[src/include/pnp_cfg_pkg.sv]
// constants, types and key tables for the plug-and-play config block
// How it works
// - irq line register, 4 bits, zero rejected
// - irq kind reads fixed high edge code
// - both dma choices read fixed no-channel code
// - vendor indices mirror live setup A, B, C
// - vendor clear index bit 2 zeroes handle
// - setup A loads raw eeprom value, B and C load masked eeprom values
// - stay quiet until full 32-write key
// - wrong key byte restarts key matching
// - standard and vendor keys both accepted
// - card holds 72-bit serial identifier
// - identifier bits leave bit 0 first
// - first read: one drives 55, zero senses 01
// - second read: drivers AA, floaters sense 10
// - floater seeing both patterns drops to sleep
// - survivors advance one bit, 72 pairs
// - handled cards skip isolation, unhandled cannot wake to config
// - bus reset zeroes handle, waits key
// - wait-key ignores access; wake zero isolates
// - losers sleep; handle moves winner to config
// - read port setup sets address bits 9:2
// - serial isolation read triggers bit compare
// - wake matches handle: zero isolates, else config
package pnp_cfg_pkg;
    localparam logic [15:0] ADDR_PORT = 16'h0279;
    localparam logic [15:0] WDATA_PORT = 16'h0A79;
    localparam logic [7:0] IDX_RD_PORT = 8'h00;
    localparam logic [7:0] IDX_SER_ISO = 8'h01;
    localparam logic [7:0] IDX_CFG_CTRL = 8'h02;
    localparam logic [7:0] IDX_WAKE = 8'h03;
    localparam logic [7:0] IDX_CSN = 8'h06;
    localparam logic [7:0] IDX_IRQ_LINE = 8'h70;
    localparam logic [7:0] IDX_IRQ_KIND = 8'h71;
    localparam logic [7:0] IDX_DMA0 = 8'h74;
    localparam logic [7:0] IDX_DMA1 = 8'h75;
    localparam logic [7:0] IDX_SETUP_A = 8'hF0;
    localparam logic [7:0] IDX_SETUP_B = 8'hF1;
    localparam logic [7:0] IDX_SETUP_C = 8'hF2;
    localparam logic [7:0] IDX_HANDLE_CLR = 8'hF4;
    localparam logic [7:0] IRQ_KIND_VAL = 8'h02;
    localparam logic [7:0] DMA_NONE = 8'h04;
    localparam logic [7:0] ISO_ONE_A = 8'h55;
    localparam logic [7:0] ISO_ONE_B = 8'hAA;
    localparam logic [1:0] SENSE_A = 2'h1;
    localparam logic [1:0] SENSE_B = 2'h2;
    localparam int CTRL_RESET_BIT = 0;
    localparam int CTRL_WAITKEY_BIT = 1;
    localparam int CSN_CLR_BIT = 2;
    localparam logic [6:0] ID_LAST = 7'h47;
    localparam int ID_BYTES = 9;
    localparam logic [4:0] KEY_LAST = 5'h1F;
    localparam logic [7:0] SETUP_B_LOAD_MASK = 8'h13;
    localparam logic [7:0] SETUP_C_LOAD_MASK = 8'h8F;
    localparam logic [7:0] SETUP_RESET = 8'h00;
    localparam logic [3:0] IRQ_LINE_RESET = 4'h0;
    localparam logic [7:0] RD_PORT_RESET = 8'h80;
    localparam logic [7:0] HANDLE_RESET = 8'h00;

    typedef logic [0:31][7:0] key_t;
    localparam key_t KEY_STD = {
        8'h6A, 8'hB5, 8'hDA, 8'hED, 8'hF6, 8'hFB, 8'h7D, 8'hBE,
        8'hDF, 8'h6F, 8'h37, 8'h1B, 8'h0D, 8'h86, 8'hC3, 8'h61,
        8'hB0, 8'h58, 8'h2C, 8'h16, 8'h8B, 8'h45, 8'hA2, 8'hD1,
        8'hE8, 8'h74, 8'h3A, 8'h9D, 8'hCE, 8'hE7, 8'h73, 8'h39};
    localparam key_t KEY_VEND = {
        8'h2A, 8'h95, 8'hCA, 8'hE5, 8'hF2, 8'hF9, 8'hFC, 8'h7E,
        8'hBF, 8'h5F, 8'h2F, 8'h17, 8'h0B, 8'h05, 8'h82, 8'hC1,
        8'hE0, 8'h70, 8'h38, 8'h1C, 8'h0E, 8'h87, 8'h43, 8'h21,
        8'h90, 8'h48, 8'h24, 8'h12, 8'h89, 8'hC4, 8'h62, 8'hB1};

    typedef enum logic [1:0] {WAIT_KEY, SLEEP, ISOLATE, CONFIG} card_state_e;

    typedef struct packed {
        logic wr;
        logic rd;
        logic [15:0] addr;
        logic [7:0] data;
    } isa_req_s;

    typedef struct packed {
        logic drive;
        logic [7:0] data;
    } isa_rsp_s;

    typedef struct packed {
        logic load;
        logic [7:0] a;
        logic [7:0] b;
        logic [7:0] c;
    } setup_load_s;
endpackage : pnp_cfg_pkg

[src/rtl/key_matcher.sv]
// tracks progress through one initiation key
`timescale 1ns/100ps
module key_matcher import pnp_cfg_pkg::*; #(
    parameter key_t KEY = KEY_STD
) (
    input wire logic clk,
    input wire logic rst,
    input wire logic strobe,
    input wire logic [7:0] data,
    output logic done
);
    logic [4:0] posQ;
    logic [4:0] posD;
    logic hit;
    logic restart;

    assign hit = data == KEY[posQ];
    // a mismatch that is itself the first byte starts over at byte two
    assign restart = data == KEY[0];
    assign posD = !strobe ? posQ :
                  hit ? (posQ == KEY_LAST ? 5'h00 : posQ + 5'h01) :
                  restart ? 5'h01 : 5'h00;

    always_ff @(posedge clk) begin
        if (rst) begin
            posQ <= 5'h00;
            done <= 1'b0;
        end else begin
            posQ <= posD;
            done <= strobe && hit && posQ == KEY_LAST;
        end
    end
endmodule : key_matcher

[src/rtl/id_store.sv]
// nine-byte serial identifier store with registered read
`timescale 1ns/100ps
module id_store import pnp_cfg_pkg::*; (
    input wire logic clk,
    input wire logic wrEn,
    input wire logic [3:0] wrAddr,
    input wire logic [7:0] wrData,
    input wire logic [3:0] rdAddr,
    output logic [7:0] rdData
);
    logic [7:0] mem [ID_BYTES];

    // vendor, serial and checksum bytes, filled by the eeprom loader
    always_ff @(posedge clk) begin
        if (wrEn) begin
            mem[wrAddr] <= wrData;
        end
        rdData <= mem[rdAddr];
    end
endmodule : id_store

[src/rtl/pnp_config.sv]
// plug-and-play key, card state, isolation and config registers
`timescale 1ns/100ps
module pnp_config import pnp_cfg_pkg::*; (
    input wire logic clk,
    input wire logic rst,
    input wire isa_req_s busReq,
    input wire setup_load_s eeLoad,
    input wire logic busFaultFlag,
    input wire logic linkOkFlag,
    input wire logic idWrEn,
    input wire logic [3:0] idWrAddr,
    input wire logic [7:0] idWrData,
    input wire logic setupDWr,
    input wire logic [7:0] setupDData,
    output isa_rsp_s busRsp,
    output card_state_e cardState,
    output logic [7:0] cardHandleNumber,
    output logic [3:0] irqLine,
    output logic [9:0] isoReadPort,
    output logic [7:0] setupA,
    output logic [7:0] setupB,
    output logic [7:0] setupC,
    output logic [7:0] setupD,
    output logic logicalReset
);

    card_state_e stateQ;
    card_state_e stateD;
    logic [7:0] idxQ;
    logic [7:0] handleQ;
    logic [7:0] rdPortQ;
    logic [3:0] irqQ;
    logic [7:0] aQ;
    logic [7:0] bQ;
    logic [7:0] cQ;
    logic [7:0] dQ;
    isa_rsp_s rspQ;
    isa_rsp_s rspD;
    logic resetPulseQ;
    logic [6:0] bitIdxQ;
    logic secondQ;
    logic droveQ;
    logic sense1Q;
    logic pendQ;
    logic pendSecondQ;
    logic isoDoneQ;

    logic [7:0] wrData;
    logic [15:0] rdPortAddr;
    logic onAddr;
    logic onWdata;
    logic onRead;
    logic keyStrobe;
    logic doneStd;
    logic doneVend;
    logic keyDone;
    logic isCfg;
    logic isIso;
    logic wakeWr;
    logic wakeHit;
    logic wakeMiss;
    logic ptrRst;
    logic csnWr;
    logic ctrlWr;
    logic waitKeyCmd;
    logic handleClr;
    logic rdPortWr;
    logic irqWr;
    logic isoRd;
    logic cfgRd;
    logic [7:0] idByte;
    logic curBit;
    logic sampleFirst;
    logic sampleSecond;
    logic isoLose;
    logic isoAdvance;
    logic cfgKnown;
    logic [7:0] cfgData;
    logic [7:0] bLive;
    logic [7:0] bNext;

    // isa decode; the read port keeps address bits 1:0 at one
    assign wrData = busReq.data;
    assign rdPortAddr = {6'h00, rdPortQ, 2'b11};
    assign onAddr = busReq.wr && busReq.addr == ADDR_PORT;
    assign onWdata = busReq.wr && busReq.addr == WDATA_PORT
                     && stateQ != WAIT_KEY;
    assign onRead = busReq.rd && busReq.addr == rdPortAddr
                    && stateQ != WAIT_KEY;
    assign keyStrobe = onAddr && stateQ == WAIT_KEY;
    assign keyDone = doneStd || doneVend;
    assign isCfg = stateQ == CONFIG;
    assign isIso = stateQ == ISOLATE;

    key_matcher #(.KEY(KEY_STD)) u_key_std (
        .clk(clk),
        .rst(rst),
        .strobe(keyStrobe),
        .data(wrData),
        .done(doneStd)
    );

    key_matcher #(.KEY(KEY_VEND)) u_key_vend (
        .clk(clk),
        .rst(rst),
        .strobe(keyStrobe),
        .data(wrData),
        .done(doneVend)
    );

    id_store u_id (
        .clk(clk),
        .wrEn(idWrEn),
        .wrAddr(idWrAddr),
        .wrData(idWrData),
        .rdAddr(bitIdxQ[6:3]),
        .rdData(idByte)
    );

    // write-data port commands
    assign wakeWr = onWdata && idxQ == IDX_WAKE;
    assign wakeHit = wakeWr && wrData == handleQ;
    assign wakeMiss = wakeWr && wrData != handleQ;
    assign ptrRst = wakeHit && wrData == HANDLE_RESET;
    // handles are only taken by the isolation winner or a config card
    assign csnWr = onWdata && idxQ == IDX_CSN
                   && ((isIso && isoDoneQ) || isCfg);
    assign ctrlWr = onWdata && idxQ == IDX_CFG_CTRL;
    assign waitKeyCmd = ctrlWr && wrData[CTRL_WAITKEY_BIT];
    assign handleClr = (ctrlWr && wrData[CSN_CLR_BIT])
                       || (isCfg && onWdata && idxQ == IDX_HANDLE_CLR
                           && wrData[CSN_CLR_BIT]);
    assign rdPortWr = onWdata && isIso && idxQ == IDX_RD_PORT;
    // only a card in config, reached by a handle write or a matching wake, gets its registers
    assign irqWr = onWdata && isCfg && idxQ == IDX_IRQ_LINE
                   && wrData[3:0] != 4'h0;

    // isolation: the current bit walks bit 0 first through each byte
    assign curBit = idByte[bitIdxQ[2:0]];
    assign isoRd = onRead && isIso && !isoDoneQ
                   && idxQ == IDX_SER_ISO;
    assign sampleFirst = pendQ && !pendSecondQ;
    assign sampleSecond = pendQ && pendSecondQ;
    assign isoLose = sampleSecond && sense1Q
                     && busReq.data[1:0] == SENSE_B;
    assign isoAdvance = (isoRd && secondQ && droveQ)
                        || (sampleSecond && !isoLose);

    always_comb begin
        stateD = stateQ;
        case (stateQ)
            WAIT_KEY: begin
                if (keyDone) begin
                    stateD = SLEEP;
                end
            end
            SLEEP: begin
                if (wakeHit) begin
                    stateD = ptrRst ? ISOLATE : CONFIG;
                end
            end
            ISOLATE: begin
                if (isoLose || wakeMiss) begin
                    stateD = SLEEP;
                end else if (csnWr) begin
                    stateD = CONFIG;
                end
            end
            CONFIG: begin
                if (wakeMiss) begin
                    stateD = SLEEP;
                end
            end
            default: stateD = WAIT_KEY;
        endcase
        if (waitKeyCmd) begin
            stateD = WAIT_KEY;
        end
    end

    // config register reads
    assign cfgRd = onRead && isCfg;
    assign cfgKnown = idxQ == IDX_CSN || idxQ == IDX_IRQ_LINE
                      || idxQ == IDX_IRQ_KIND || idxQ == IDX_DMA0
                      || idxQ == IDX_DMA1 || idxQ == IDX_SETUP_A
                      || idxQ == IDX_SETUP_B || idxQ == IDX_SETUP_C;
    assign cfgData =
        idxQ == IDX_CSN ? handleQ :
        idxQ == IDX_IRQ_LINE ? {4'h0, irqQ} :
        idxQ == IDX_IRQ_KIND ? IRQ_KIND_VAL :
        (idxQ == IDX_DMA0 || idxQ == IDX_DMA1) ? DMA_NONE :
        idxQ == IDX_SETUP_A ? aQ :
        idxQ == IDX_SETUP_B ? bQ :
        idxQ == IDX_SETUP_C ? cQ : 8'h00;

    // first read of a pair answers 55, the second AA, ones only
    assign rspD.drive = isoRd ? (secondQ ? droveQ : curBit) :
                        cfgRd && cfgKnown;
    assign rspD.data = isoRd ? (secondQ ? ISO_ONE_B : ISO_ONE_A) :
                       cfgRd ? cfgData : 8'h00;

    // live status bits of setup B follow the controller each cycle
    assign bLive = {2'b00, busFaultFlag, 2'b00, linkOkFlag, 2'b00};
    assign bNext = eeLoad.load ? (eeLoad.b & SETUP_B_LOAD_MASK)
                               : (bQ & SETUP_B_LOAD_MASK);

    always_ff @(posedge clk) begin
        if (rst) begin
            stateQ <= WAIT_KEY;
            idxQ <= 8'h00;
            rspQ <= '0;
            resetPulseQ <= 1'b0;
        end else begin
            stateQ <= stateD;
            if (onAddr && stateQ != WAIT_KEY) begin
                idxQ <= wrData;
            end
            rspQ <= rspD;
            resetPulseQ <= ctrlWr && isCfg && wrData[CTRL_RESET_BIT];
        end
    end

    always_ff @(posedge clk) begin
        if (rst) begin
            handleQ <= HANDLE_RESET;
            rdPortQ <= RD_PORT_RESET;
            irqQ <= IRQ_LINE_RESET;
        end else begin
            if (handleClr) begin
                handleQ <= HANDLE_RESET;
            end else if (csnWr) begin
                handleQ <= wrData;
            end
            if (rdPortWr) begin
                rdPortQ <= wrData;
            end
            if (ctrlWr && isCfg && wrData[CTRL_RESET_BIT]) begin
                irqQ <= IRQ_LINE_RESET;
            end else if (irqWr) begin
                irqQ <= wrData[3:0];
            end
        end
    end

    // floating cards sample the bus in the cycle after their read
    always_ff @(posedge clk) begin
        if (rst || ptrRst) begin
            bitIdxQ <= 7'h00;
            secondQ <= 1'b0;
            droveQ <= 1'b0;
            sense1Q <= 1'b0;
            pendQ <= 1'b0;
            pendSecondQ <= 1'b0;
            isoDoneQ <= 1'b0;
        end else begin
            pendQ <= isoRd && !(secondQ ? droveQ : curBit);
            pendSecondQ <= secondQ;
            if (isoRd) begin
                secondQ <= !secondQ;
                if (!secondQ) begin
                    droveQ <= curBit;
                end
            end
            if (sampleFirst) begin
                sense1Q <= busReq.data[1:0] == SENSE_A;
            end
            if (isoAdvance) begin
                if (bitIdxQ == ID_LAST) begin
                    isoDoneQ <= 1'b1;
                end else begin
                    bitIdxQ <= bitIdxQ + 7'h01;
                end
            end
        end
    end

    always_ff @(posedge clk) begin
        if (rst) begin
            aQ <= SETUP_RESET;
            bQ <= SETUP_RESET;
            cQ <= SETUP_RESET;
            dQ <= SETUP_RESET;
        end else begin
            if (eeLoad.load) begin
                aQ <= eeLoad.a;
                cQ <= eeLoad.c & SETUP_C_LOAD_MASK;
            end
            bQ <= bNext | bLive;
            if (setupDWr) begin
                dQ <= setupDData;
            end
        end
    end

    assign busRsp = rspQ;
    assign cardState = stateQ;
    assign cardHandleNumber = handleQ;
    assign irqLine = irqQ;
    assign isoReadPort = rdPortAddr[9:0];
    assign setupA = aQ;
    assign setupB = bQ;
    assign setupC = cQ;
    assign setupD = dQ;
    assign logicalReset = resetPulseQ;
endmodule : pnp_config

[config.mk]
export PLATFORM = sky130hd
export DESIGN_NAME = pnp_config
export DESIGN_NICKNAME = d
export VERILOG_FILES = /design/src/include/pnp_cfg_pkg.sv /design/src/rtl/key_matcher.sv /design/src/rtl/id_store.sv /design/src/rtl/pnp_config.sv
export SDC_FILE = /design/constraint.sdc
export NUM_CORES = 1
export LEC_CHECK = 0
export ABC_AREA = 0
export BUFFER_PORTS_ARGS = -buffer_cell sky130_fd_sc_hd__buf_2
export CORE_MARGIN = 3
export CORE_UTILIZATION = 40
export CTS_BUF_LIST = sky130_fd_sc_hd__clkbuf_4 sky130_fd_sc_hd__clkbuf_8 sky130_fd_sc_hd__clkbuf_16
export DETAILED_ROUTE_END_ITERATION = 6
export PLACE_DENSITY = 0.68
export SLEW_MARGIN = 20
export SYNTH_ARGS = -nofsm -noshare
export SYNTH_HDL_FRONTEND = slang
export SYNTH_SLANG_ARGS = --single-unit
[constraint.sdc]
create_clock -name clk -period 5.3 [get_ports clk]
set_input_delay 1.06 -clock clk [delete_from_list [all_inputs] [get_ports clk]]
set_output_delay 1.06 -clock clk [all_outputs]
set_load 0.005 [all_outputs]
# Word level (Yosys, flattened, before mapping)
# Memory sizes are Yosys's and may differ from the RTL's. A register that Yosys moved wholly into a read port is not among the register bits.
# Cells that the tools add are included.
[word_totals] ram_bits=72 mem_bits_ro=512 out_inout_bits=66 elab_cells=176 ff_bits=94 inputBits=77 n_memories=3
[op_classes] order_cmp=3 n_addsub=3 n_mux=34 n_bitwise=4 n_eq_ne=33 n_reduce_logical=73
[mem_list] name="(no name shown)" words=32 word_bits=8 read_ports=1 rd_clocked_by_memory_dff=0 write_ports=0 line_no="key_matcher.sv:17" rtl="assign hit = data == KEY[posQ];"
[mem_list] name="(no name shown)" words=32 word_bits=8 read_ports=1 rd_clocked_by_memory_dff=0 write_ports=0 line_no="key_matcher.sv:17"
[mem_list] name="u_id.mem" words=9 word_bits=8 read_ports=1 rd_clocked_by_memory_dff=1 write_ports=1 line_no="id_store.sv:11" rtl="logic [7:0] mem [ID_BYTES];"
[op_table] operator="2-to-1 mux 8 bit" count=14
[op_table] operator="logical AND 1 bit" count=43
[op_table] operator="equality test 8 x 7 -> 1 bit, second input constant" count=5
[op_table] operator="equality test 8 bit, second input constant" count=4
[op_table] operator="2-to-1 mux 5 bit" count=5
[op_table] operator="equality test 8 bit" count=3
[op_table] operator="equality test 16 x 10 -> 1 bit" count=1
[op_table] operator="equality test 16 x 10 -> 1 bit, second input constant" count=1
[op_table] operator="equality test 16 x 12 -> 1 bit, second input constant" count=1
[op_table] operator="equality test 8 x 2 -> 1 bit, second input constant" count=2
[op_table] operator="logical NOT 8 bit" count=2
[op_table] operator="logical OR 1 bit" count=14
[op_table] operator="greater-or-equal comparator 6 bit, second input constant" count=2
[op_table] operator="inverter 5 -> 6 bit" count=2
[op_table] operator="adder 5 x 1 -> 5 bit, second input constant" count=2
[op_table] operator="equality test 5 bit, second input constant" count=2
[op_table] operator="2-to-1 mux 2 bit" count=5
[op_table] operator="equality test 8 x 1 -> 1 bit, second input constant" count=1
[op_table] operator="equality test 8 x 3 -> 1 bit, second input constant" count=1
[op_table] operator="equality test 8 x 6 -> 1 bit, second input constant" count=1
[op_table] operator="2-to-1 mux 1 bit" count=8
[op_table] operator="inequality test 8 bit" count=1
[op_table] operator="one-hot mux 2 bit (4 select lines)" count=1
[op_table] operator="adder 7 x 1 -> 7 bit, second input constant" count=1
[op_table] operator="17 further kinds" count=28

# Depth between registers and ports, before layout
# Gate-level depths: netlist of the first run.
[logic_depth] word_depth=10 mapped_depth=12 ltp_nobuf=10

# Modules after synthesis
# Synthesis of the first run repeated with hierarchy kept, for this count alone.
[unflattened] hier_cells=865 hier_area_um2=8971.1
[modules_own_cells] module="pnp_config" cells_each=439 seq_area_each_um2=1581.5 area_each_um2=3920.0 n_inst=1
[modules_own_cells] module="id_store" cells_each=171 seq_area_each_um2=2322.2 area_each_um2=3064.2 n_inst=1
[modules_own_cells] module="key_matcher (u_key_std)" cells_each=130 seq_area_each_um2=120.1 area_each_um2=1027.2 n_inst=1
[modules_own_cells] module="key_matcher (u_key_vend)" cells_each=125 seq_area_each_um2=120.1 area_each_um2=959.7 n_inst=1

# Worst setup path after synthesis of the first run
# No wires, ideal clock.
[synth_timing] path_type="input port to flip-flop" from="in busReq[21] (netlist name)" to="reg bitIdxQ[3]" path_stages=7 t_arrival_ps=3302 setup_time_ps=70 path_buffers=0 t_required_ps=5230 setup_slack_ps=1929 path_cell_list="or4_4 > or3_4 > or4_4 > nor4b_4 > nor2_2 > or3_1 > a21oi_1"
[synth_via] elab_chain_len=10 word_cells_on_any_way=17 cone_classes="eq/ne: 2; reduce/logical: 15"
[synth_rtl] item="from (decl)" line_no="pnp_config.sv:6" rtl="input wire isa_req_s busReq,"
[synth_rtl] item="equality test 16 x 10 -> 1 bit" line_no="pnp_config.sv:88" rtl="assign onRead = busReq.rd && busReq.addr == rdPortAddr"
[synth_rtl] item="logical AND 1 bit" line_no="pnp_config.sv:88"
[synth_rtl] item="logical AND 1 bit" line_no="pnp_config.sv:89" rtl="&& stateQ != WAIT_KEY;"
[synth_rtl] item="logical AND 1 bit (2 in series)" line_no="pnp_config.sv:140" rtl="assign isoRd = onRead && isIso && !isoDoneQ"
[synth_rtl] item="logical AND 1 bit" line_no="pnp_config.sv:141" rtl="&& idxQ == IDX_SER_ISO;"
[synth_rtl] item="logical AND 1 bit (2 in series)" line_no="pnp_config.sv:146" rtl="assign isoAdvance = (isoRd && secondQ && droveQ)"
[synth_rtl] item="logical OR 1 bit" line_no="pnp_config.sv:147" rtl="|| (sampleSecond && !isoLose);"
[synth_rtl] item="AND reduction 2 bit (no line)"
[synth_rtl] item="to (signal assigned)" line_no="pnp_config.sv:271" rtl="bitIdxQ <= bitIdxQ + 7'h01;"
[synth_rtl] item="to (decl)" line_no="pnp_config.sv:40" rtl="logic [6:0] bitIdxQ;"
# Several ways; a longest one is shown, not always the timed one.
# A chain may end at the register's enable or synchronous reset.

# Worst setup path in the final report of the first run
[layout_timing] from="reg u_key_std.posQ[0]" to="reg u_key_std.posQ[1]"
[layout_via] elab_chain_len=6 word_cells_on_any_way=9 cone_classes="add/sub: 1; eq/ne: 2; mux: 4; bitwise: 1; memory: 1"
[layout_rtl] item="from (decl)" line_no="key_matcher.sv:12" rtl="logic [4:0] posQ;"
[layout_rtl] item="from (signal assigned)" line_no="key_matcher.sv:29" rtl="posQ <= posD;"
[layout_rtl] item="inverter 5 -> 6 bit (not written as such)" line_no="key_matcher.sv:17"
[layout_rtl] item="memory (32 x 8 bit)"
[layout_rtl] item="2-to-1 mux 8 bit (not written as such) (2 in series)" line_no="key_matcher.sv:17"
[layout_rtl] item="equality test 8 bit" line_no="key_matcher.sv:17"
[layout_rtl] item="2-to-1 mux 5 bit *" line_no="key_matcher.sv:21" rtl="hit ? (posQ == KEY_LAST ? 5'h00 : posQ + 5'h01) :"
# Every way passes the cells marked *; elsewhere a longest branch is shown, timed or not. The select of a mux whose other input is x is not followed.

==> results of run 1 <==
==> registers in the layout (all words and copies together) (netlist names), 7 cells and up <==
signal            count
cardHandleNumber      8
idxQ                  8
u_id.rdData           8
busRsp                9
setupA                8
rdPortQ               8
u_id.mem             72
bitIdxQ               7
setupD                8
==> path summary, 6_finish.rpt <==
path                startpoint                end  slack, ns  depth (start not counted)
min reg2reg     u_id.mem[8][5]     u_id.rdData[5]       0.45                          2
max reg2reg  u_key_std.posQ[0]  u_key_std.posQ[1]       1.68                         10
min             u_id.mem[8][5]     u_id.rdData[5]       0.45                          2
max          u_key_std.posQ[0]  u_key_std.posQ[1]       1.68                         10
==> stage by stage <==
step	hold WS, ns	std cells	setup slack (ns)
final	0.4516	1229	1.682
after global routing	0.4643	1229	1.385
after CTS	0.4524	1229	1.716
after detailed placement	0.4372	1197	1.566
after global placement	0.4274	1197	1.588
after floorplan	0.4215	850	1.929
==> layer usage <==
metal  track usage [%]  routed length (µm)  up-vias
li1                  -                   -     3244
met2             27.09                9499      222
met5                 0                  13        -
met4             4.584                 282        2
met3             3.997                1315       26
met1             23.68                9340     3200
==> synth_stat cells, drive strengths merged (3+ instances only) <==
master / instances
nor2: 100
dfxtp: 99
edfxtp: 72
nand2: 62
mux2i: 56
a21oi: 48
clkbuf: 39
inv: 28
nand3: 28
mux4: 24
o21ai: 24
ha: 23
xnor2: 23
buf: 20
xor2: 19
nor3: 17
nand2b: 15
nor4: 11
and3: 9
nor2b: 9
nand4: 8
or3: 8
a31oi: 7
a211o: 6
a211oi: 6
nor4b: 6
or4: 6
a31o: 5
and2: 5
and4: 4
o211ai: 4
a221o: 3
a311oi: 3
a32o: 3
mux2: 3
nand4b: 3
nor3b: 3
o21a: 3
or2: 3
==> layout make-up <==
| class | count | area, µm² | share of cell area (%) |
|---|---|---|---|
| clock buffers | 19 | 457.9 | 4.555 |
| clock inverters | 13 | 92.59 | 0.9209 |
| inverters | 28 | 105.1 | 1.045 |
| multi-input cells | 592 | 4243 | 42.20 |
| flip-flops and latches | 171 | 4144 | 41.21 |
| well taps | 275 | 344.1 | 3.422 |
| repair buffers | 131 | 668.1 | 6.645 |
==> worst max-delay path, delay by kind of cell (launching register included) <==
family | cells | cell delay, ns
AO/OA/AOI/OAI | 2 | 0.22
XOR/XNOR | 1 | 0.13
adder cells (fa/ha/maj) | 1 | 0.42
buffers and inverters | 2 | 0.34
flip-flops | 1 | 0.68
multiplexers | 1 | 0.48
AND/OR/NAND/NOR | 3 | 1.27
==> kinds of logic (layout without fill, tap and decap cells) <==
logic type	after synthesis	after routing	synth area share (%)
other	2	8	0.08605
adders and majority gates	23	23	3.298
AOI/OAI and AO/OA	130	130	9.620
muxes	83	83	13.00
and+or+nand+nor	306	306	18.08
xor gates and xnor gates	42	42	4.215
buffers and inverters	87	191	4.215
DFF	171	171	47.48
==> where the power goes <==
group / total [mW] / leakage (nW) / internal, mW / switching, mW
logic: 0.132 / 2.15 / 0.0555 / 0.0766
clock network: 1.15 / 0.270 / 0.633 / 0.520
registers: 1.41 / 1.46 / 1.39 / 0.0103
total: 2.69 / 3.87 / 2.08 / 0.607
==> cell usage in the layout, fill, tap and decap left out, drive strengths merged, types with 4 or more instances in the layout <==
cell type and count:
xnor2 23, and2 5, nand2 62, a31oi 7, a31o 5, or3 8, mux4 24, or4 6
clkinv 5, nor2b 9, nand4 8, a211o 6, ha 23, a21oi 48, edfxtp 72, a211oi 6
nor3 17, clkbuf 19, dfxtp 99, conb 8, buf 131, nor4b 6, nand2b 15, o21ai 24
and4 4, nand3 28, nor2 100, xor2 19, o211ai 4, and3 9, mux2i 56, inv 33
nor4 11
==> impl_metrics.py, run 1 <==
metrics = {
    "timing": {
        "worstMarginPinSlew_ns": 1.003,
        "fmax_ghz": 0.2764,
        "setup_violations": 0,
        "rsz0062_at_grt": "no",
        "min_period_ns": 3.618,
        "hold_viol": 0,
        "finalSetupTns_ns": 0,
        "drv_slew": 0,
        "period_share_pct": 68.27,
        "slew_headroom_pct": 32.51,
        "finClkSkew_ns": 0.006353,
    },
    "worst_hold_path": {
        "hold_path.class": "reg2reg",
    },
    "cts": {
        "clockBufferDepth": 2,
        "cts_setup_buffers": 0,
        "clkTransAtPathRegs_ns": 0.06,
        "cts_sinks": 171,
        "cts_tree": "yes",
        "h-tree-depth": 4,
        "cts_made_buffers": 17,
        "hold_buffers": 0,
        "clk_latency_ns": 0.43,
        "cts_root_buffer": "clkbuf_16",
        "cts_resized": 0,
    },
    "route": {
        "drtPass1Iterations": 5,
        "route.detailed.drc": 0,
        "num_vias": 6694,
        "drt_iter0_markers": 488,
        "routed_wl_um": 20450,
        "routed_via_density": 5.447,
        "wl_per_cell_um": 16.64,
        "drtAntennaViolNets": 0,
    },
    "pwr": {
        "peakVddDrop_v": 0.0002085,
        "p_total_mw": 2.691,
        "leakagePower_nw": 3.872,
        "p_per_area_nw_per_um2": 267.6,
    },
    "floorplanning": {
        "rows": 53,
        "initial_core_util_pct": 41.13,
        "die_w_um": 153.7,
        "die-area_um2": 23630,
        "core_area_um2": 21220,
        "ioPinCount": 143,
        "dieHeight_um": 153.7,
    },
    "place": {
        "port_buffers": 126,
        "post-dp-hpwl_um": 14100,
        "place_congestion": 0.8653,
        "postPlaceCellArea_um2": 9504,
    },
    "outcome": {
        "outcome": "complete, no violations",
    },
    "grt": {
        "first_global_vias": 6310,
        "antenna_found_initial": 1,
        "globalRouteOverflowTotal": 0,
        "grt.total_usage_pct": 17.09,
        "grt_pass1_wl_um": 32990,
        "grt_max_degree": 66,
    },
    "critical_path": {
        "critical_path_peak_fanout": 15,
        "cp.arrival_ns": 3.97,
        "crit_slowest_cell": "dfxtp_1",
        "cp-start-kind": "flop",
        "critPathKind": "reg2reg",
        "path_cells": "inv_1 -> ha_1 -> inv_1 -> mux4_2 -> xnor2_1 -> nor4_1 -> a31oi_1 -> or4_1 -> or4_1 -> a21oi_1",
        "cp.required_ns": 5.66,
        "timing.critical_path.slowest_cell_delay_ns": 0.68,
        "cp-end-kind": "flop",
    },
    "logic_synthesis": {
        "synthTopCellsByArea": "edfxtp_1 (25%), dfxtp_1 (23%), mux2i_1 (6.4%), mux4_2 (6.2%), nor2_1 (4.3%)",
        "yosysUniqueCellTypes": 70,
        "yosysTopAreaCellShare_pct": 24.77,
        "synth_edf_count": 72,
        "syn_avg_cell_area_um2": 10.34,
        "yosysWarningCount": 0,
        "yosys.area.top_type": "edfxtp_1",
        "synth.yosys.seq_area_share_pct": 47.48,
        "synthArstFlopShare_pct": 0,
        "synth_cells": 844,
        "synthesis.area_um2": 8727,
        "synth_seq_cells": 171,
        "synth_ff_type": "dfxtp_1",
    },
    "run": {
        "max_cap_viol_count": 0,
    },
    "finish": {
        "area_growth_pct": 15.21,
        "drive_above_1_share_pct": 22.01,
        "num-fill-cells": 1984,
        "diodes": 0,
        "final_nets": 1041,
        "final_util_pct": 47.38,
        "design_area_um2": 10050,
    },
}
No activity file was read; power rests on OpenSTA's default activity.
==> inputs of run 2 (changes only) <==
--- a/config.mk
+++ b/config.mk
@@ -5,13 +5,13 @@
 export SDC_FILE = /design/constraint.sdc
 export NUM_CORES = 1
 export LEC_CHECK = 0
-export ABC_AREA = 0
+export ABC_AREA = 1
 export BUFFER_PORTS_ARGS = -buffer_cell sky130_fd_sc_hd__buf_2
 export CORE_MARGIN = 3
 export CORE_UTILIZATION = 40
 export CTS_BUF_LIST = sky130_fd_sc_hd__clkbuf_4 sky130_fd_sc_hd__clkbuf_8 sky130_fd_sc_hd__clkbuf_16
 export DETAILED_ROUTE_END_ITERATION = 6
-export PLACE_DENSITY = 0.68
+export PLACE_DENSITY = 0.7
 export SLEW_MARGIN = 20
 export SYNTH_ARGS = -nofsm -noshare
 export SYNTH_HDL_FRONTEND = slang
==> constraint.sdc (replaced) <==
create_clock -name clk -period 3.2 [get_ports clk]
set_input_delay 0.64 -clock clk [delete_from_list [all_inputs] [get_ports clk]]
set_output_delay 0.64 -clock clk [all_outputs]
set_load 0.005 [all_outputs]
==> impl_metrics.py, run 2 <==
metrics = {
    "timing": {
        "finClkSkew_ns": 0.01394,
        "min_period_ns": 2.447,
        "slew_headroom_pct": 37.47,
        "rsz0062_at_grt": "no",
        "worstMarginPinSlew_ns": 0.9345,
        "drv_slew": 0,
        "fin_hold_ws_ns": 0.4053,
        "hold_viol": 0,
        "fmax_ghz": 0.4086,
        "period_share_pct": 76.47,
        "finalSetupTns_ns": 0,
        "setup_violations": 0,
    },
    "critical_path": {
        "r2r-start": "u_key_vend.posQ[1]",
        "timing.rr.end": "u_key_vend.posQ[0]",
        "r2r_cells": 16,
        "worstSetupStartpoint": "u_key_vend.posQ[1]",
        "critPathKind": "reg2reg",
        "critical_path_peak_fanout": 9,
        "cp.arrival_ns": 2.78,
        "cp-start-kind": "flop",
        "reg2reg_slack_ns": 0.75,
        "cp.required_ns": 3.53,
        "cp-end-kind": "flop",
    },
    "place": {
        "place_congestion": 0.9022,
        "post-dp-hpwl_um": 18040,
        "postPlaceCellArea_um2": 9926,
        "port_buffers": 126,
    },
    "pwr": {
        "p_per_area_nw_per_um2": 447.0,
        "p_total_mw": 4.715,
        "peakVddDrop_v": 0.0002969,
        "leakagePower_nw": 4.549,
    },
    "route": {
        "routed_wl_um": 25020,
        "routed_via_density": 5.186,
        "drtPass1Iterations": 5,
        "wl_per_cell_um": 15.65,
        "num_vias": 8288,
        "drt_iter0_markers": 554,
        "route.detailed.drc": 0,
        "drtAntennaViolNets": 0,
    },
    "cts": {
        "h-tree-depth": 4,
        "cts_made_buffers": 17,
        "hold_buffers": 0,
        "cts_resized": 0,
        "cts_sinks": 171,
        "clockBufferDepth": 2,
        "clkTransAtPathRegs_ns": 0.08,
        "cts_setup_buffers": 0,
        "cts_tree": "yes",
        "cts_root_buffer": "clkbuf_16",
        "clk_latency_ns": 0.44,
    },
    "logic_synthesis": {
        "synth_ff_type": "dfxtp_1",
        "synth_most_common_cell": "nand2_1",
        "synth_fa_ha_area_share_pct": 3.142,
        "synth_edf_count": 72,
        "synthesis.area_um2": 9160,
        "yosysTopAreaCellShare_pct": 23.60,
        "synth.area.mux_share_pct": 0,
        "yosys.area.top_type": "edfxtp_1",
        "synthTopCellsByArea": "edfxtp_1 (24%), dfxtp_1 (22%), nand2_1 (12%), nor2_1 (6.9%), nand3_1 (5.5%)",
        "syn_avg_cell_area_um2": 7.665,
        "synth_top_family_by_area": "simple AND/OR/NAND/NOR gates",
        "synth.yosys.seq_area_share_pct": 45.24,
        "synthArstFlopShare_pct": 0,
        "synth_xor_area_share_pct": 1.434,
        "yosysWarningCount": 0,
        "yosysUniqueCellTypes": 52,
        "synth_common_cells": "nand2_1 (289), nor2_1 (169), inv_1 (100), nand3_1 (100), dfxtp_1 (99)",
        "synth-compound-area-share_pct": 11.32,
        "synth_cells": 1195,
        "synthSimpleGateAreaFrac_pct": 30.58,
        "synth_seq_cells": 171,
    },
    "worst_hold_path": {
        "hold_path.class": "in2reg",
        "worstHoldEndpoint": "setupB[5]",
        "whs_path_depth": 3,
        "min_from": "busFaultFlag",
    },
    "finish": {
        "design_area_um2": 10550,
        "mostFrequentLayoutCells": "nand2_1 (289), nor2_1 (169), buf_2 (126)",
        "final_nets": 1405,
        "final_common_cell": "nand2_1",
        "diodes": 0,
        "drive_above_1_share_pct": 16.39,
        "area_growth_pct": 15.18,
        "top_register": "u_id.mem",
        "largest_reg_flops": 72,
    },
    "floorplanning": {
        "dieHeight_um": 157.3,
        "ioPinCount": 143,
        "die_w_um": 157.3,
        "die-area_um2": 24750,
        "initial_core_util_pct": 41.33,
        "rows": 54,
        "core_area_um2": 22160,
    },
    "outcome": {
        "outcome": "complete, no violations",
    },
    "grt": {
        "first_global_vias": 7589,
        "grt_pass1_wl_um": 39560,
        "grt.total_usage_pct": 20.01,
        "grt_max_degree": 36,
        "globalRouteOverflowTotal": 0,
        "antenna_found_initial": 0,
    },
    "run": {
        "max_cap_viol_count": 0,
    },
}
[run 2: cells by family after synthesis]
| kind of cell | Yosys count |
|---|---|
| fa+ha+maj | 23 |
| compound gates | 186 |
| simple gates | 635 |
| xor+xnor | 15 |
| other cells | 2 |
| buf+inv | 163 |
| flops | 171 |
[run 2: routing by layer]
layer  vias up  part of all wire (%)  global-route usage (%)
met5         -                     0                       0
met4         0                   1.7                   5.826
met3        34                   7.1                   3.849
met2       300                    47                   33.14
met1      3777                    44                   26.74
li1       4177                     -                       -
[run 2: per-stage QoR]
step,worst slack [ns],util [%],cells
3_5_place_dp,0.7565,44.79,1566
6_report,0.7529,47.61,1598
5_1_grt,0.6074,47.61,1598
2_1_floorplan,1.144,-,1201
4_1_cts,0.8108,47.61,1598
3_3_place_gp,0.7272,44.79,1566
[run 2: worst max path at each step]
stage                    endpoint  slack (ns)  depth (start not counted)
2_1_floorplan   u_key_std.posQ[0]        1.14                         18
3_3_place_gp            busRsp[7]        0.73                         10
3_5_place_dp           rdPortQ[6]        0.76                          8
4_1_cts        u_key_vend.posQ[0]        0.81                         16
5_1_grt        u_key_vend.posQ[0]        0.61                         16
6_report       u_key_vend.posQ[0]        0.75                         16
[run 2: where the power goes]
part           leakage, nW  switching (mW)  total [mW]  internal [mW]
Sequential            1.46          0.0206        2.33           2.31
Combinational         2.79           0.154       0.236         0.0823
Clock                0.302            1.06        2.15           1.08
Total                 4.55            1.24        4.72           3.48
[run 2: final cells by class]
class	instances	area (µm²)
clock buffers	17	425.4
clock inverters	15	198.9
fillers	2201	11610
inverters	110	422.9
multi-input cells	867	4288
flip-flops and latches	171	4144
well taps	280	350.3
repair buffers	138	720.7
[run 2: worst max-delay path, stage by stage (launching register included)]
cell	delay, ns
dfxtp_1	0.54
inv_1	0.20
ha_1	0.36
inv_1	0.10
nand2_2	0.07
nand3_1	0.15
nand2_1	0.06
nand2_1	0.06
nand3_1	0.06
nand2_1	0.08
nand3_1	0.10
nor2_4	0.20
nand2_1	0.10
nand2_1	0.09
nand3_1	0.08
nand2_1	0.07
inv_1	0.03
==> inputs of run 3 (changes only) <==
==> constraint.sdc (replaced) <==
create_clock -name clk -period 2.1 [get_ports clk]
set_input_delay 0.42 -clock clk [delete_from_list [all_inputs] [get_ports clk]]
set_output_delay 0.42 -clock clk [all_outputs]
set_load 0.005 [all_outputs]
==> impl_metrics.py, run 3 (same netlist as run 2, synthesis figures left out) <==
metrics = {
    "outcome": {
        "outcome": "complete, no violations",
    },
    "cts": {
        "hold_buffers": 0,
        "h-tree-depth": 4,
        "clkTransAtPathRegs_ns": 0.07,
        "cts_root_buffer": "clkbuf_16",
        "cts_tree": "yes",
        "cts_sinks": 171,
        "clk_latency_ns": 0.42,
        "cts_made_buffers": 17,
        "clockBufferDepth": 2,
    },
    "grt": {
        "grtUsageMet3_pct": 4.069,
        "first_global_vias": 7792,
        "grt.total_usage_pct": 20.56,
        "grt_use_met2_pct": 33.75,
        "grt_pass1_wl_um": 40680,
        "use_met1_pct": 27.63,
        "top_usage_layer": "met2",
        "globalRouteOverflowTotal": 0,
        "antenna_found_initial": 0,
        "grt_max_degree": 36,
    },
    "place": {
        "place_congestion": 0.9036,
        "port_buffers": 126,
        "post-place-cells": 1621,
        "post-dp-hpwl_um": 19120,
    },
    "critical_path": {
        "critical_path_peak_fanout": 6,
        "critPathKind": "reg2reg",
        "cp.required_ns": 2.47,
        "cp.arrival_ns": 2.37,
        "r2r_cells": 16,
        "cp-end-kind": "flop",
        "cp-start-kind": "flop",
    },
    "finish": {
        "top_register": "u_id.mem",
        "final_nets": 1466,
        "mostFrequentLayoutCells": "nand2_1 (281), nor2_1 (166), buf_2 (126)",
        "num-fill-cells": 2125,
        "largest_reg_flops": 72,
        "area_growth_pct": 21.53,
        "regArea_um2": 4150,
        "diodes": 0,
        "drive_above_1_share_pct": 22.63,
        "multi_input_area_um2": 4394,
        "final_common_cell": "nand2_1",
        "final_cell_count_no_fill": 1659,
    },
    "timing": {
        "hold_viol": 0,
        "period_share_pct": 95.08,
        "finClkSkew_ns": 0.009444,
        "slew_headroom_pct": 62.50,
        "min_period_ns": 1.997,
        "fmax_ghz": 0.5008,
        "drv_slew": 0,
        "worstMarginPinSlew_ns": 0.5618,
        "setup_violations": 0,
    },
    "floorplanning": {
        "ioPinCount": 143,
        "die_w_um": 157.3,
        "dieHeight_um": 157.3,
        "die-area_um2": 24750,
        "initial_core_util_pct": 41.33,
        "core_area_um2": 22160,
        "rows": 54,
    },
    "pwr": {
        "seqPwrFrac_pct": 49.8,
        "power_frac_comb_pct": 5.4,
        "p_switching_mw": 1.835,
        "peakVddDrop_v": 0.0004821,
        "p_total_mw": 7.132,
        "intPower_mw": 5.297,
        "swShare_pct": 25.73,
        "leakagePower_nw": 4.871,
        "p_per_area_nw_per_um2": 640.7,
        "clkPwrFrac_pct": 44.8,
    },
    "worst_hold_path": {
        "hold_path.class": "in2reg",
        "whs_path_depth": 3,
    },
    "route": {
        "wl_per_cell_um": 15.58,
        "num_vias": 8590,
        "routed_wl_um": 25850,
        "drtAntennaViolNets": 0,
        "route.detailed.drc": 0,
        "routed_via_density": 5.178,
        "drt_iter0_markers": 660,
        "drtPass1Iterations": 7,
    },
    "run": {
        "max_cap_viol_count": 0,
    },
}
-- run 3: timing repair --
action | 4_1_cts | 5_1_grt
setup endpoints to repair | 0 | 38
buffers inserted | 0 | 5
gates resized for setup | 0 | 38
-- run 3: per-layer routing --
layer  up-vias  routed length (µm)
met4         0                 539
met3        35                1735
met2       315               12450
li1       4301                   -
met1      3939               11120
met5         -                   0
-- run 3: path summary, 6_finish.rpt --
kind	startpoint	endpoint	slack (ns)
min	busFaultFlag	setupB[5]	0.20
min reg2reg	u_id.mem[8][0]	u_id.rdData[0]	0.45
max reg2reg	u_key_vend.posQ[0]	u_key_vend.posQ[0]	0.10
max	u_key_vend.posQ[0]	u_key_vend.posQ[0]	0.10
-- run 3: critical path, cell delays in order (launching register included) --
cell	delay, ns
dfxtp_2	0.33
buf_4	0.16
ha_1	0.21
nor2_1	0.14
nand2_1	0.11
nand2_1	0.08
inv_1	0.04
nand2_1	0.04
nand3_1	0.07
nand2_1	0.08
nand3_1	0.10
nor2_4	0.20
buf_4	0.13
nand3_1	0.05
nand3_1	0.10
nand2_1	0.06
inv_1	0.04
-- run 3: through the flow --
stage / setup WS [ns] / setup TNS [ns] / util [%] / instance area (µm²) / hold WS, ns
3_5_place_dp: 0.008698 / 0 / 46.82 / 10380 / 0.4261
6_report: 0.1034 / 0 / 50.23 / 11130 / 0.2049
4_1_cts: 0.007788 / 0 / 49.54 / 10980 / 0.1947
2_1_floorplan: 0.04352 / 0 / - / 9183 / 0.4193
5_1_grt: -0.01559 / -0.02570 / 50.23 / 11130 / 0.2065
3_3_place_gp: 0.05351 / 0 / 46.82 / 10380 / 0.4263
-- run 3: power groups by stage --
stage / Sequential (mW) / Clock (mW) / Combinational [mW]
global placement: 3.63 / 0 / 0.375
detailed placement: 3.63 / 0 / 0.381
CTS: 3.55 / 3.23 / 0.383
floorplan: 3.62 / 0 / 0.177
global route: 3.56 / 3.36 / 0.432
finish: 3.55 / 3.19 / 0.387
-- run 3: cell type report --
class | count | area share, %
timing repair buffer | 198 | 10.89
clock buffer | 17 | 3.822
tap | 280 | 3.147
clock inverter | 15 | 1.585
inverter | 110 | 3.799
sequential | 171 | 37.28
multi-input combinational | 868 | 39.47
